<file path="config.mk">
export PLATFORM = sky130hd
export DESIGN_NAME = assert_call_classify_exec
export DESIGN_NICKNAME = d
export VERILOG_FILES = /design/src/core/aclass_pkg.sv /design/src/core/assert_call_classify_exec.sv
export VERILOG_INCLUDE_DIRS = /design/src /design/src/core
export SDC_FILE = /design/constraint.sdc
export NUM_CORES = 1
export LEC_CHECK = 0
export ABC_AREA = 1
export CAP_MARGIN = 20
export CORE_MARGIN = 5
export CORE_UTILIZATION = 50
export CTS_BUF_LIST = sky130_fd_sc_hd__clkbuf_8
export DETAILED_ROUTE_END_ITERATION = 7
export DONT_BUFFER_PORTS = 1
export PLACE_DENSITY = 0.71
export RECOVER_POWER = 50
export SYNTH_ARGS = -nofsm -noshare
export SYNTH_HDL_FRONTEND = slang
export SYNTH_SLANG_ARGS = --single-unit
</file>
<file path="constraint.sdc">
create_clock -name i_clk -period 2.9 [get_ports i_clk]
set_input_delay 0.58 -clock i_clk [delete_from_list [all_inputs] [get_ports i_clk]]
set_output_delay 0.58 -clock i_clk [all_outputs]
set_load 0.05 [all_outputs]
</file>
<file path="src/core/aclass_cfg.svh">
// offsets, reset values, opcodes and field positions of the exec block
`ifndef ACLASS_CFG_SVH
`define ACLASS_CFG_SVH
`define ACLASS_OFF_CTRL 8'h00
`define ACLASS_OFF_STATUS 8'h04
`define ACLASS_OFF_MASK 8'h08
`define ACLASS_OFF_LAST_VEC 8'h0c
`define ACLASS_CTRL_RST 1'h0
`define ACLASS_MASK_RST 3'h0
`define ACLASS_EV_ASSERT 0
`define ACLASS_EV_CALL 1
`define ACLASS_EV_CLASS 2
`define ACLASS_OPC_SLT 8'h50
`define ACLASS_OPC_ULT 8'h52
`define ACLASS_OPC_NEQ 8'h72
`define ACLASS_OPC_CALL 8'ha8
`define ACLASS_OPC_INDIRECT_SUBROUTINE_CALL 8'hc8
`define ACLASS_OPC_CLASS 8'he6
`define ACLASS_CLASS_TRAP_VEC 8'h20
`define ACLASS_RET_OFS 32'h8
`define ACLASS_FS_SINGLE 2'h1
`define ACLASS_FS_DOUBLE 2'h2
`define ACLASS_RESP_OKAY 2'h0
`define ACLASS_RESP_SLVERR 2'h2
`endif

</file>
<file path="src/core/aclass_pkg.sv">
// types shared by the assert, call and classify exec block
package aclass_pkg;
   typedef enum logic [2:0]
   {
      K_NONE = 3'h0,
      K_SLT = 3'h1,
      K_ULT = 3'h3,
      K_NEQ = 3'h2,
      K_CALL = 3'h6,
      K_INDIRECT_SUBROUTINE_CALL = 3'h7,
      K_CLASS = 3'h5
   } op_kind_t;
   typedef enum logic [1:0]
   {
      R_CTRL = 2'h0,
      R_STATUS = 2'h1,
      R_MASK = 2'h3,
      R_LAST_VEC = 2'h2
   } reg_idx_t;
endpackage

</file>
<file path="src/core/assert_call_classify_exec.sv">
// exec stage for compare-and-trap, subroutine call and float classify
`timescale 1ns/100ps
`include "aclass_cfg.svh"

module assert_call_classify_exec #(
   parameter int ADDR_W = 8
)
(
   input wire logic i_clk,
   input wire logic i_sys_rst,
   input wire logic i_instr_valid,
   input wire logic [31:0] i_instr,
   input wire logic [31:0] i_pc,
   output logic [7:0] o_rf_rd_addr_a,
   output logic [7:0] o_rf_rd_addr_b,
   output logic [7:0] o_rf_rd_addr_twin,
   input wire logic [31:0] i_rf_a_data,
   input wire logic [31:0] i_rf_b_data,
   input wire logic [31:0] i_rf_twin_data,
   output logic o_rf_wr_en,
   output logic [7:0] o_rf_wr_addr,
   output logic [31:0] o_rf_wr_data,
   output logic o_trap,
   output logic [7:0] o_trap_vector,
   output logic o_fetch_redirect,
   output logic [31:0] o_fetch_target,
   output logic o_irq,
   input wire logic [ADDR_W-1:0] i_awaddr,
   input wire logic i_awvalid,
   output logic o_awready,
   input wire logic [31:0] i_wdata,
   input wire logic [3:0] i_wstrb,
   input wire logic i_wvalid,
   output logic o_wready,
   output logic [1:0] o_bresp,
   output logic o_bvalid,
   input wire logic i_bready,
   input wire logic [ADDR_W-1:0] i_araddr,
   input wire logic i_arvalid,
   output logic o_arready,
   output logic [31:0] o_rdata,
   output logic [1:0] o_rresp,
   output logic o_rvalid,
   input wire logic i_rready
);

   function automatic aclass_pkg::op_kind_t decode_op(input logic [7:0] op);
      aclass_pkg::op_kind_t k;
      k = aclass_pkg::K_NONE;
      if (op[7:1] == `ACLASS_OPC_SLT >> 1)
         k = aclass_pkg::K_SLT;
      else if (op[7:1] == `ACLASS_OPC_ULT >> 1)
         k = aclass_pkg::K_ULT;
      else if (op[7:1] == `ACLASS_OPC_NEQ >> 1)
         k = aclass_pkg::K_NEQ;
      else if (op[7:1] == `ACLASS_OPC_CALL >> 1)
         k = aclass_pkg::K_CALL;
      else if (op == `ACLASS_OPC_INDIRECT_SUBROUTINE_CALL)
         k = aclass_pkg::K_INDIRECT_SUBROUTINE_CALL;
      else if (op == `ACLASS_OPC_CLASS)
         k = aclass_pkg::K_CLASS;
      return k;
   endfunction

   // exponent-fraction category from format-neutral flags
   function automatic logic [4:0] efc_of(input logic e_zero, input logic e_one,
      input logic e_max, input logic e_inf, input logic f_zero, input logic f_ones,
      input logic f_msb);
      logic [1:0] sub;
      logic [2:0] grp;
      sub = f_zero ? 2'h0 : (f_ones ? 2'h3 : 2'h2);
      grp = e_zero ? 3'h0 : (e_one ? 3'h1 : (e_max ? 3'h3 : 3'h2));
      if (e_inf)
         return f_zero ? 5'h10 : (f_msb ? 5'h13 : 5'h12);
      return {grp, sub};
   endfunction

   // unmapped addresses come back as 1'b0 in bit 2
   function automatic logic [2:0] reg_sel(input logic [ADDR_W-1:0] a);
      logic [2:0] s;
      s = 3'h0;
      case (a)
         `ACLASS_OFF_CTRL: s = {1'b1, aclass_pkg::R_CTRL};
         `ACLASS_OFF_STATUS: s = {1'b1, aclass_pkg::R_STATUS};
         `ACLASS_OFF_MASK: s = {1'b1, aclass_pkg::R_MASK};
         `ACLASS_OFF_LAST_VEC: s = {1'b1, aclass_pkg::R_LAST_VEC};
         default: s = 3'h0;
      endcase
      return s;
   endfunction

   logic ex_valid_reg;
   logic [31:0] ins_reg;
   logic [31:0] pc_reg;
   logic pend_reg;
   logic [31:0] pend_tgt_reg;
   logic ctrl_reg;
   logic [2:0] status_reg;
   logic [2:0] mask_reg;
   logic [2:0] status_next;

   // execute stage decode
   wire aclass_pkg::op_kind_t kind = decode_op(ins_reg[31:24]);
   wire imm_mode = ins_reg[24];
   wire [1:0] fs = ins_reg[1:0];
   wire [7:0] vec_field = ins_reg[23:16];
   wire [31:0] op_b = imm_mode ? {24'h0, ins_reg[7:0]} : i_rf_b_data;
   wire is_slt = kind == aclass_pkg::K_SLT;
   wire is_ult = kind == aclass_pkg::K_ULT;
   wire is_neq = kind == aclass_pkg::K_NEQ;
   wire is_indirect_subroutine_call = kind == aclass_pkg::K_INDIRECT_SUBROUTINE_CALL;
   wire is_class = kind == aclass_pkg::K_CLASS;
   wire slt_ok = $signed(i_rf_a_data) < $signed(op_b);
   wire ult_ok = i_rf_a_data < op_b;
   wire neq_ok = i_rf_a_data != op_b;
   wire assert_fail = ex_valid_reg && ((is_slt && !slt_ok) || (is_ult && !ult_ok)
      || (is_neq && !neq_ok));
   // only 01 and 10 are executable formats
   wire fs_ok = fs == `ACLASS_FS_SINGLE || fs == `ACLASS_FS_DOUBLE;
   // trap unless hardware classify enabled; reserved formats trap too
   wire class_trap = ex_valid_reg && is_class && (!ctrl_reg || !fs_ok);
   wire class_exec = ex_valid_reg && is_class && ctrl_reg && fs_ok;
   wire call_any = ex_valid_reg && (kind == aclass_pkg::K_CALL || is_indirect_subroutine_call);

   wire [15:0] off16 = {ins_reg[23:16], ins_reg[7:0]};
   wire [29:0] off30 = imm_mode ? {14'h0, off16} : {{14{off16[15]}}, off16};
   wire [29:0] word_tgt = imm_mode ? off30 : off30 + pc_reg[31:2];
   // indirect target is the second register
   wire [31:0] call_tgt = is_indirect_subroutine_call ? i_rf_b_data : {word_tgt, 2'h0};
   wire [31:0] ret_addr = pc_reg + `ACLASS_RET_OFS;

   // double joins the register and its twin
   wire is_dbl = fs == `ACLASS_FS_DOUBLE;
   wire [7:0] s_exp = i_rf_a_data[30:23];
   wire [10:0] d_exp = i_rf_a_data[30:20];
   wire [22:0] s_frac = i_rf_a_data[22:0];
   wire [51:0] d_frac = {i_rf_a_data[19:0], i_rf_twin_data};
   wire e_zero = is_dbl ? d_exp == 11'h0 : s_exp == 8'h0;
   wire e_one = is_dbl ? d_exp == 11'h1 : s_exp == 8'h1;
   wire e_max = is_dbl ? d_exp == 11'h7fe : s_exp == 8'hfe;
   wire e_inf = is_dbl ? &d_exp : &s_exp;
   wire f_zero = is_dbl ? d_frac == 52'h0 : s_frac == 23'h0;
   wire f_ones = is_dbl ? &d_frac : &s_frac;
   wire f_msb = is_dbl ? d_frac[51] : s_frac[22];
   wire [4:0] efc = efc_of(e_zero, e_one, e_max, e_inf, f_zero, f_ones, f_msb);
   // upper bits zero, sign in bit 5
   wire [31:0] class_res = {26'h0, i_rf_a_data[31], efc};

   // classify result into the result register
   wire [31:0] wr_data = is_class ? class_res : ret_addr;
   wire [7:0] wr_addr = is_class ? ins_reg[23:16] : ins_reg[15:8];
   wire [2:0] events = {class_trap, call_any, assert_fail};

   // register bus decode
   wire wr_go = i_awvalid && i_wvalid && !o_awready && !o_bvalid;
   wire rd_go = i_arvalid && !o_arready && !o_rvalid;
   wire [2:0] wsel = reg_sel(i_awaddr);
   wire [2:0] rsel = reg_sel(i_araddr);
   wire wr_hit = o_awready && wsel[2] && i_wstrb[0];
   wire wr_ctrl = wr_hit && wsel[1:0] == aclass_pkg::R_CTRL;
   wire wr_mask = wr_hit && wsel[1:0] == aclass_pkg::R_MASK;
   wire [2:0] w1c = (wr_hit && wsel[1:0] == aclass_pkg::R_STATUS) ? i_wdata[2:0] : 3'h0;
   wire [31:0] rd_mux = !rsel[2] ? 32'h0 :
      rsel[1:0] == aclass_pkg::R_CTRL ? {31'h0, ctrl_reg} :
      rsel[1:0] == aclass_pkg::R_STATUS ? {29'h0, status_reg} :
      rsel[1:0] == aclass_pkg::R_MASK ? {29'h0, mask_reg} :
      {24'h0, o_trap_vector};

   // set wins over a clear in the same cycle
   always_comb
   begin
      status_next = (status_reg & ~w1c) | events;
   end

   // fetch stage: latch instruction and issue register reads
   always_ff @(posedge i_clk)
   begin
      if (i_sys_rst)
      begin
         ex_valid_reg <= 1'b0;
         ins_reg <= 32'h0;
         pc_reg <= 32'h0;
         o_rf_rd_addr_a <= 8'h0;
         o_rf_rd_addr_b <= 8'h0;
         o_rf_rd_addr_twin <= 8'h0;
      end
      else
      begin
         ex_valid_reg <= i_instr_valid;
         ins_reg <= i_instr;
         pc_reg <= i_pc;
         o_rf_rd_addr_a <= i_instr[15:8];
         o_rf_rd_addr_b <= i_instr[7:0];
         o_rf_rd_addr_twin <= {i_instr[15:9], ~i_instr[8]};
      end
   end

   // execute results; no processor flags are produced here
   always_ff @(posedge i_clk)
   begin
      if (i_sys_rst)
      begin
         o_rf_wr_en <= 1'b0;
         o_rf_wr_addr <= 8'h0;
         o_rf_wr_data <= 32'h0;
         o_trap <= 1'b0;
         o_trap_vector <= 8'h0;
      end
      else
      begin
         o_rf_wr_en <= call_any || class_exec;
         o_rf_wr_addr <= wr_addr;
         o_rf_wr_data <= wr_data;
         o_trap <= assert_fail || class_trap;
         // assert vector from its field, classify trap uses the fixed vector; last vector held for software
         if (assert_fail || class_trap)
            o_trap_vector <= class_trap ? `ACLASS_CLASS_TRAP_VEC : vec_field;
      end
   end

   // redirect waits for the delay slot so its instruction still runs
   always_ff @(posedge i_clk)
   begin
      if (i_sys_rst)
      begin
         pend_reg <= 1'b0;
         pend_tgt_reg <= 32'h0;
         o_fetch_redirect <= 1'b0;
         o_fetch_target <= 32'h0;
      end
      else
      begin
         // release after delay slot, same for indirect
         o_fetch_redirect <= ex_valid_reg && pend_reg;
         if (ex_valid_reg && pend_reg)
            o_fetch_target <= pend_tgt_reg;
         if (ex_valid_reg)
            pend_reg <= call_any;
         if (call_any)
            pend_tgt_reg <= call_tgt;
      end
   end

   // registers and interrupt
   always_ff @(posedge i_clk)
   begin
      if (i_sys_rst)
      begin
         ctrl_reg <= `ACLASS_CTRL_RST;
         mask_reg <= `ACLASS_MASK_RST;
         status_reg <= 3'h0;
         o_irq <= 1'b0;
      end
      else
      begin
         if (wr_ctrl)
            ctrl_reg <= i_wdata[0];
         if (wr_mask)
            mask_reg <= i_wdata[2:0];
         status_reg <= status_next;
         o_irq <= |(status_reg & mask_reg);
      end
   end

   // bus slave: write waits for both address and data
   always_ff @(posedge i_clk)
   begin
      if (i_sys_rst)
      begin
         o_awready <= 1'b0;
         o_wready <= 1'b0;
         o_bvalid <= 1'b0;
         o_bresp <= `ACLASS_RESP_OKAY;
         o_arready <= 1'b0;
         o_rvalid <= 1'b0;
         o_rresp <= `ACLASS_RESP_OKAY;
         o_rdata <= 32'h0;
      end
      else
      begin
         o_awready <= wr_go;
         o_wready <= wr_go;
         if (o_awready)
         begin
            o_bvalid <= 1'b1;
            o_bresp <= wsel[2] ? `ACLASS_RESP_OKAY : `ACLASS_RESP_SLVERR;
         end
         else if (i_bready)
            o_bvalid <= 1'b0;
         o_arready <= rd_go;
         if (o_arready)
         begin
            o_rvalid <= 1'b1;
            o_rdata <= rd_mux;
            o_rresp <= rsel[2] ? `ACLASS_RESP_OKAY : `ACLASS_RESP_SLVERR;
         end
         else if (i_rready)
            o_rvalid <= 1'b0;
      end
   end

   a_slt_trap:
   assert property (@(posedge i_clk) disable iff (i_sys_rst)
      (ex_valid_reg && is_slt && !($signed(i_rf_a_data) < $signed(op_b)))
      |=> (o_trap && o_trap_vector == $past(vec_field)))
      else $error("signed assert failed to trap");

   a_ult_pass:
   assert property (@(posedge i_clk) disable iff (i_sys_rst)
      (ex_valid_reg && is_ult && i_rf_a_data < op_b && !call_any) |=> !o_trap)
      else $error("unsigned assert trapped wrongly");

   a_neq_trap:
   assert property (@(posedge i_clk) disable iff (i_sys_rst)
      (ex_valid_reg && is_neq && i_rf_a_data == op_b) |=> o_trap)
      else $error("unequal assert missed trap");

   a_imm_operand:
   assert property (@(posedge i_clk) disable iff (i_sys_rst)
      (ex_valid_reg && is_ult && ins_reg[24] && i_rf_a_data < {24'h0, ins_reg[7:0]})
      |=> !o_trap)
      else $error("immediate operand not zero-extended");

   a_call_ret:
   assert property (@(posedge i_clk) disable iff (i_sys_rst)
      call_any |=> (o_rf_wr_en && o_rf_wr_data == $past(pc_reg) + 32'h8
      && o_rf_wr_addr == $past(ins_reg[15:8])))
      else $error("call return address wrong");

   // redirect only after the delay slot
   a_call_delay:
   assert property (@(posedge i_clk) disable iff (i_sys_rst)
      call_any ##1 (ex_valid_reg && !call_any) |=> (o_fetch_redirect
      && o_fetch_target == $past(pend_tgt_reg)))
      else $error("redirect not after delay slot");

   a_indirect_subroutine_call_target:
   assert property (@(posedge i_clk) disable iff (i_sys_rst)
      (ex_valid_reg && is_indirect_subroutine_call) |=> pend_tgt_reg == $past(i_rf_b_data))
      else $error("indirect target not second register");

   a_class_shape:
   assert property (@(posedge i_clk) disable iff (i_sys_rst)
      class_exec |=> (o_rf_wr_data[31:6] == 26'h0
      && o_rf_wr_data[5] == $past(i_rf_a_data[31])))
      else $error("class code shape wrong");

   a_class_trap:
   assert property (@(posedge i_clk) disable iff (i_sys_rst)
      (ex_valid_reg && is_class && !ctrl_reg) |=> (o_trap && !o_rf_wr_en
      && o_trap_vector == `ACLASS_CLASS_TRAP_VEC))
      else $error("classify did not trap");

endmodule

</file>
==> impl_metrics.json <==
{
  "clk_pin_slew_ns": 0.06,
  "violations": "capacitance limit, slew limit",
  "area_delta_synth_final_pct": 7.85,
  "cts-root-buf": "clkbuf_8",
  "place_congestion": 0.956,
  "synth_compound_area_share_pct": 15.4,
  "crit_type": "register to register",
  "io_pins": 369,
  "grt_overflow": 0,
  "vias_per_cell": 5.33,
  "synth_edf_count": 0,
  "nNetsFinal": 1921,
  "seqCellArea_sq_mm": 0.00408,
  "hold_path_class": "primary input to register",
  "final.setup_skew_ns": 0.0339,
  "yosys.area.top_type": "dfxtp_1",
  "ant_nets": 0,
  "grt_pass1_vias": 9913,
  "cts_hold_buffers": 0,
  "synth_flop_cell": "dfxtp_1",
  "ys_warn_count": 0,
  "die-area_sq_mm": 0.0257,
  "nFillCells": 2206,
  "slew_headroom_pct": -30.7,
  "start_util_pct": 50.5,
  "synth_area_leaders": "dfxtp_1 36%, nand2_1 9.5%, nor2_1 8.5%",
  "synth_xor_area_share_pct": 1.39,
  "grt_max_degree": 97,
  "clk_path_buf_depth": 3,
  "core_sq_mm": 0.0224,
  "netlist_instances": 1633,
  "drt-pass1-iter-count": 6,
  "grt_antenna_before_repair": 0,
  "ir_drop_uv": 405,
  "yosys.area_share.adder_pct": 7.14,
  "cts.sinks": 204,
  "multi_input_area_sq_mm": 0.00598,
  "tightest_slew_ns": 1.96,
  "synth-simple-area-share_pct": 28.1,
  "period_share_pct": 91.4,
  "diodes": 0,
  "drc": 0,
  "synthArstFlopShare_pct": 0,
  "ys_seq_elements": 204,
  "drive_above_1_share_pct": 8.48,
  "p_leak_uw": 0.00559,
  "rsz0062_at_grt": "no",
  "synth_top_family_by_area": "simple AND/OR/NAND/NOR gates",
  "endpoint_kind": "register",
  "grt_pass1_wl_um": 53300,
  "ys_types": 50,
  "setup_tns_ns": 0,
  "required_ns": 3.31,
  "finalHoldViolCount": 0,
  "die_h_um": 160,
  "status": "finished, violations left",
  "final_cell_mix": "287 x nand2_1, 255 x nor2_1, 204 x dfxtp_1",
  "cts_tree": "built",
  "wl_um": 34300,
  "grt_usage_pct": 25.6,
  "cp-start-kind": "register",
  "path_max_fanout": 14,
  "dp_hpwl_um": 27200,
  "hold_slack_ns": 0.106,
  "synth_area_per_cell_sq_um": 6.93,
  "arrival_ns": 3.06,
  "vias": 10400,
  "layout_commonest_cell": "nand2_1",
  "drt-initial-drc-count": 766,
  "clkLatencyLatePin_ns": 0.54,
  "post_drt_wl_per_cell_um": 17.6,
  "slew_viol_final": 67,
  "port_buffers": 0,
  "yosysSeqAreaShare_pct": 36.1,
  "syn_area_sq_mm": 0.0113,
  "setup_viol": 0,
  "die_w_um": 160,
  "numCtsBuffers": 35,
  "synth.top_cell.area_share_pct": 36.1,
  "powerDensity_mw_per_mm2": 544,
  "final_util_pct": 54.4,
  "cts_htree_levels": 2,
  "min_period_ns": 2.65,
  "max_freq_ghz": 0.377,
  "max_cap_violations": 1,
  "synth_mux_area_share_pct": 0,
  "std_cell_rows": 55
}
==> report_power, final <==
part           switching (uW)  internal, uW  total [uW]
Combinational             546           261         807
Clock                    1200          1540        2740
Sequential                217          2880        3100
Total                    1970          4680        6650
==> kinds of logic (layout without fill, tap and decap cells) <==
group / after synthesis / after routing
AOI/OAI and AO/OA: 321 / 321
xor gates and xnor gates: 18 / 18
adders and majority gates: 64 / 64
buffers and inverters: 302 / 306
DFF: 204 / 204
other: 1 / 26
and+or+nand+nor: 723 / 723
==> through the flow <==
stage	total power [uW]	cell area, sq um	setup slack (ns)	std cells
2_1_floorplan	3790	11400	0.353	1658
3_3_place_gp	3950	11500	0.333	1885
3_5_place_dp	3960	11500	0.277	1885
4_1_cts	6700	12200	0.277	1947
5_1_grt	6950	12200	0.00953	1947
6_report	6650	12200	0.249	1947
==> layer usage <==
layer / global-route usage [%] / vias to the layer above / share of wire [%]
met5: 0 / - / 0
met4: 10.3 / 0 / 3.7
met3: 6.42 / 71 / 8.0
met2: 39.8 / 363 / 45
met1: 34.1 / 4668 / 44
li1: - / 5270 / -
==> worst max-delay path, cell delays in order, from the launching register on <==
cell and delay [ns]:
dfxtp_1 0.39, inv_1 0.15, nor2_1 0.12, buf_4 0.22, ha_1 0.29, a21oi_1 0.28, o21ai_0 0.19, nor2_1 0.25
nand3_1 0.14, or2_2 0.29, nand3_1 0.10, a21oi_1 0.09
==> final cells by class <==
cell class / count / area share, %
Clock buffer: 43 / 4.85
Clock inverter: 19 / 1.26
Tap cell: 285 / 2.92
Multi-Input combinational cell: 1152 / 49.0
Sequential cell: 204 / 33.5
Inverter: 206 / 6.33
Timing Repair Buffer: 38 / 2.17
==> Yosys cell counts (6+ instances only) <==
| cell | instances |
|---|---|
| buf_2 | 8 |
| nor2_1 | 255 |
| o211ai_1 | 6 |
| xor2_1 | 13 |
| buf_4 | 50 |
| a211oi_1 | 6 |
| o221ai_1 | 6 |
| nand2_1 | 287 |
| dfxtp_1 | 204 |
| o21ai_1 | 9 |
| nor4_1 | 10 |
| o21ai_0 | 112 |
| a21oi_1 | 150 |
| nor2_2 | 11 |
| a21boi_0 | 8 |
| nand2_2 | 7 |
| inv_1 | 190 |
| nand4_1 | 32 |
| inv_2 | 13 |
| nor3_1 | 24 |
| nand3_1 | 61 |
| clkbuf_1 | 35 |
| ha_1 | 63 |
==> worst paths after layout <==
kind,startpoint,to,slack (ns),depth (start not counted)
max,ins_reg[23],pend_tgt_reg[20],0.25,11
min,i_sys_rst,o_rdata[7],0.11,1
max reg2reg,ins_reg[23],pend_tgt_reg[20],0.25,11
min reg2reg,pc_reg[0],o_rf_wr_data[0],0.43,2
==> timing repair <==
| action | 4_1_cts | 5_1_grt |
|---|---|---|
| buffers inserted | 0 | 0 |
| gates resized for setup | 0 | 1 |
| setup endpoints to repair | 0 | 2 |
(Power assumes the default switching activity.)
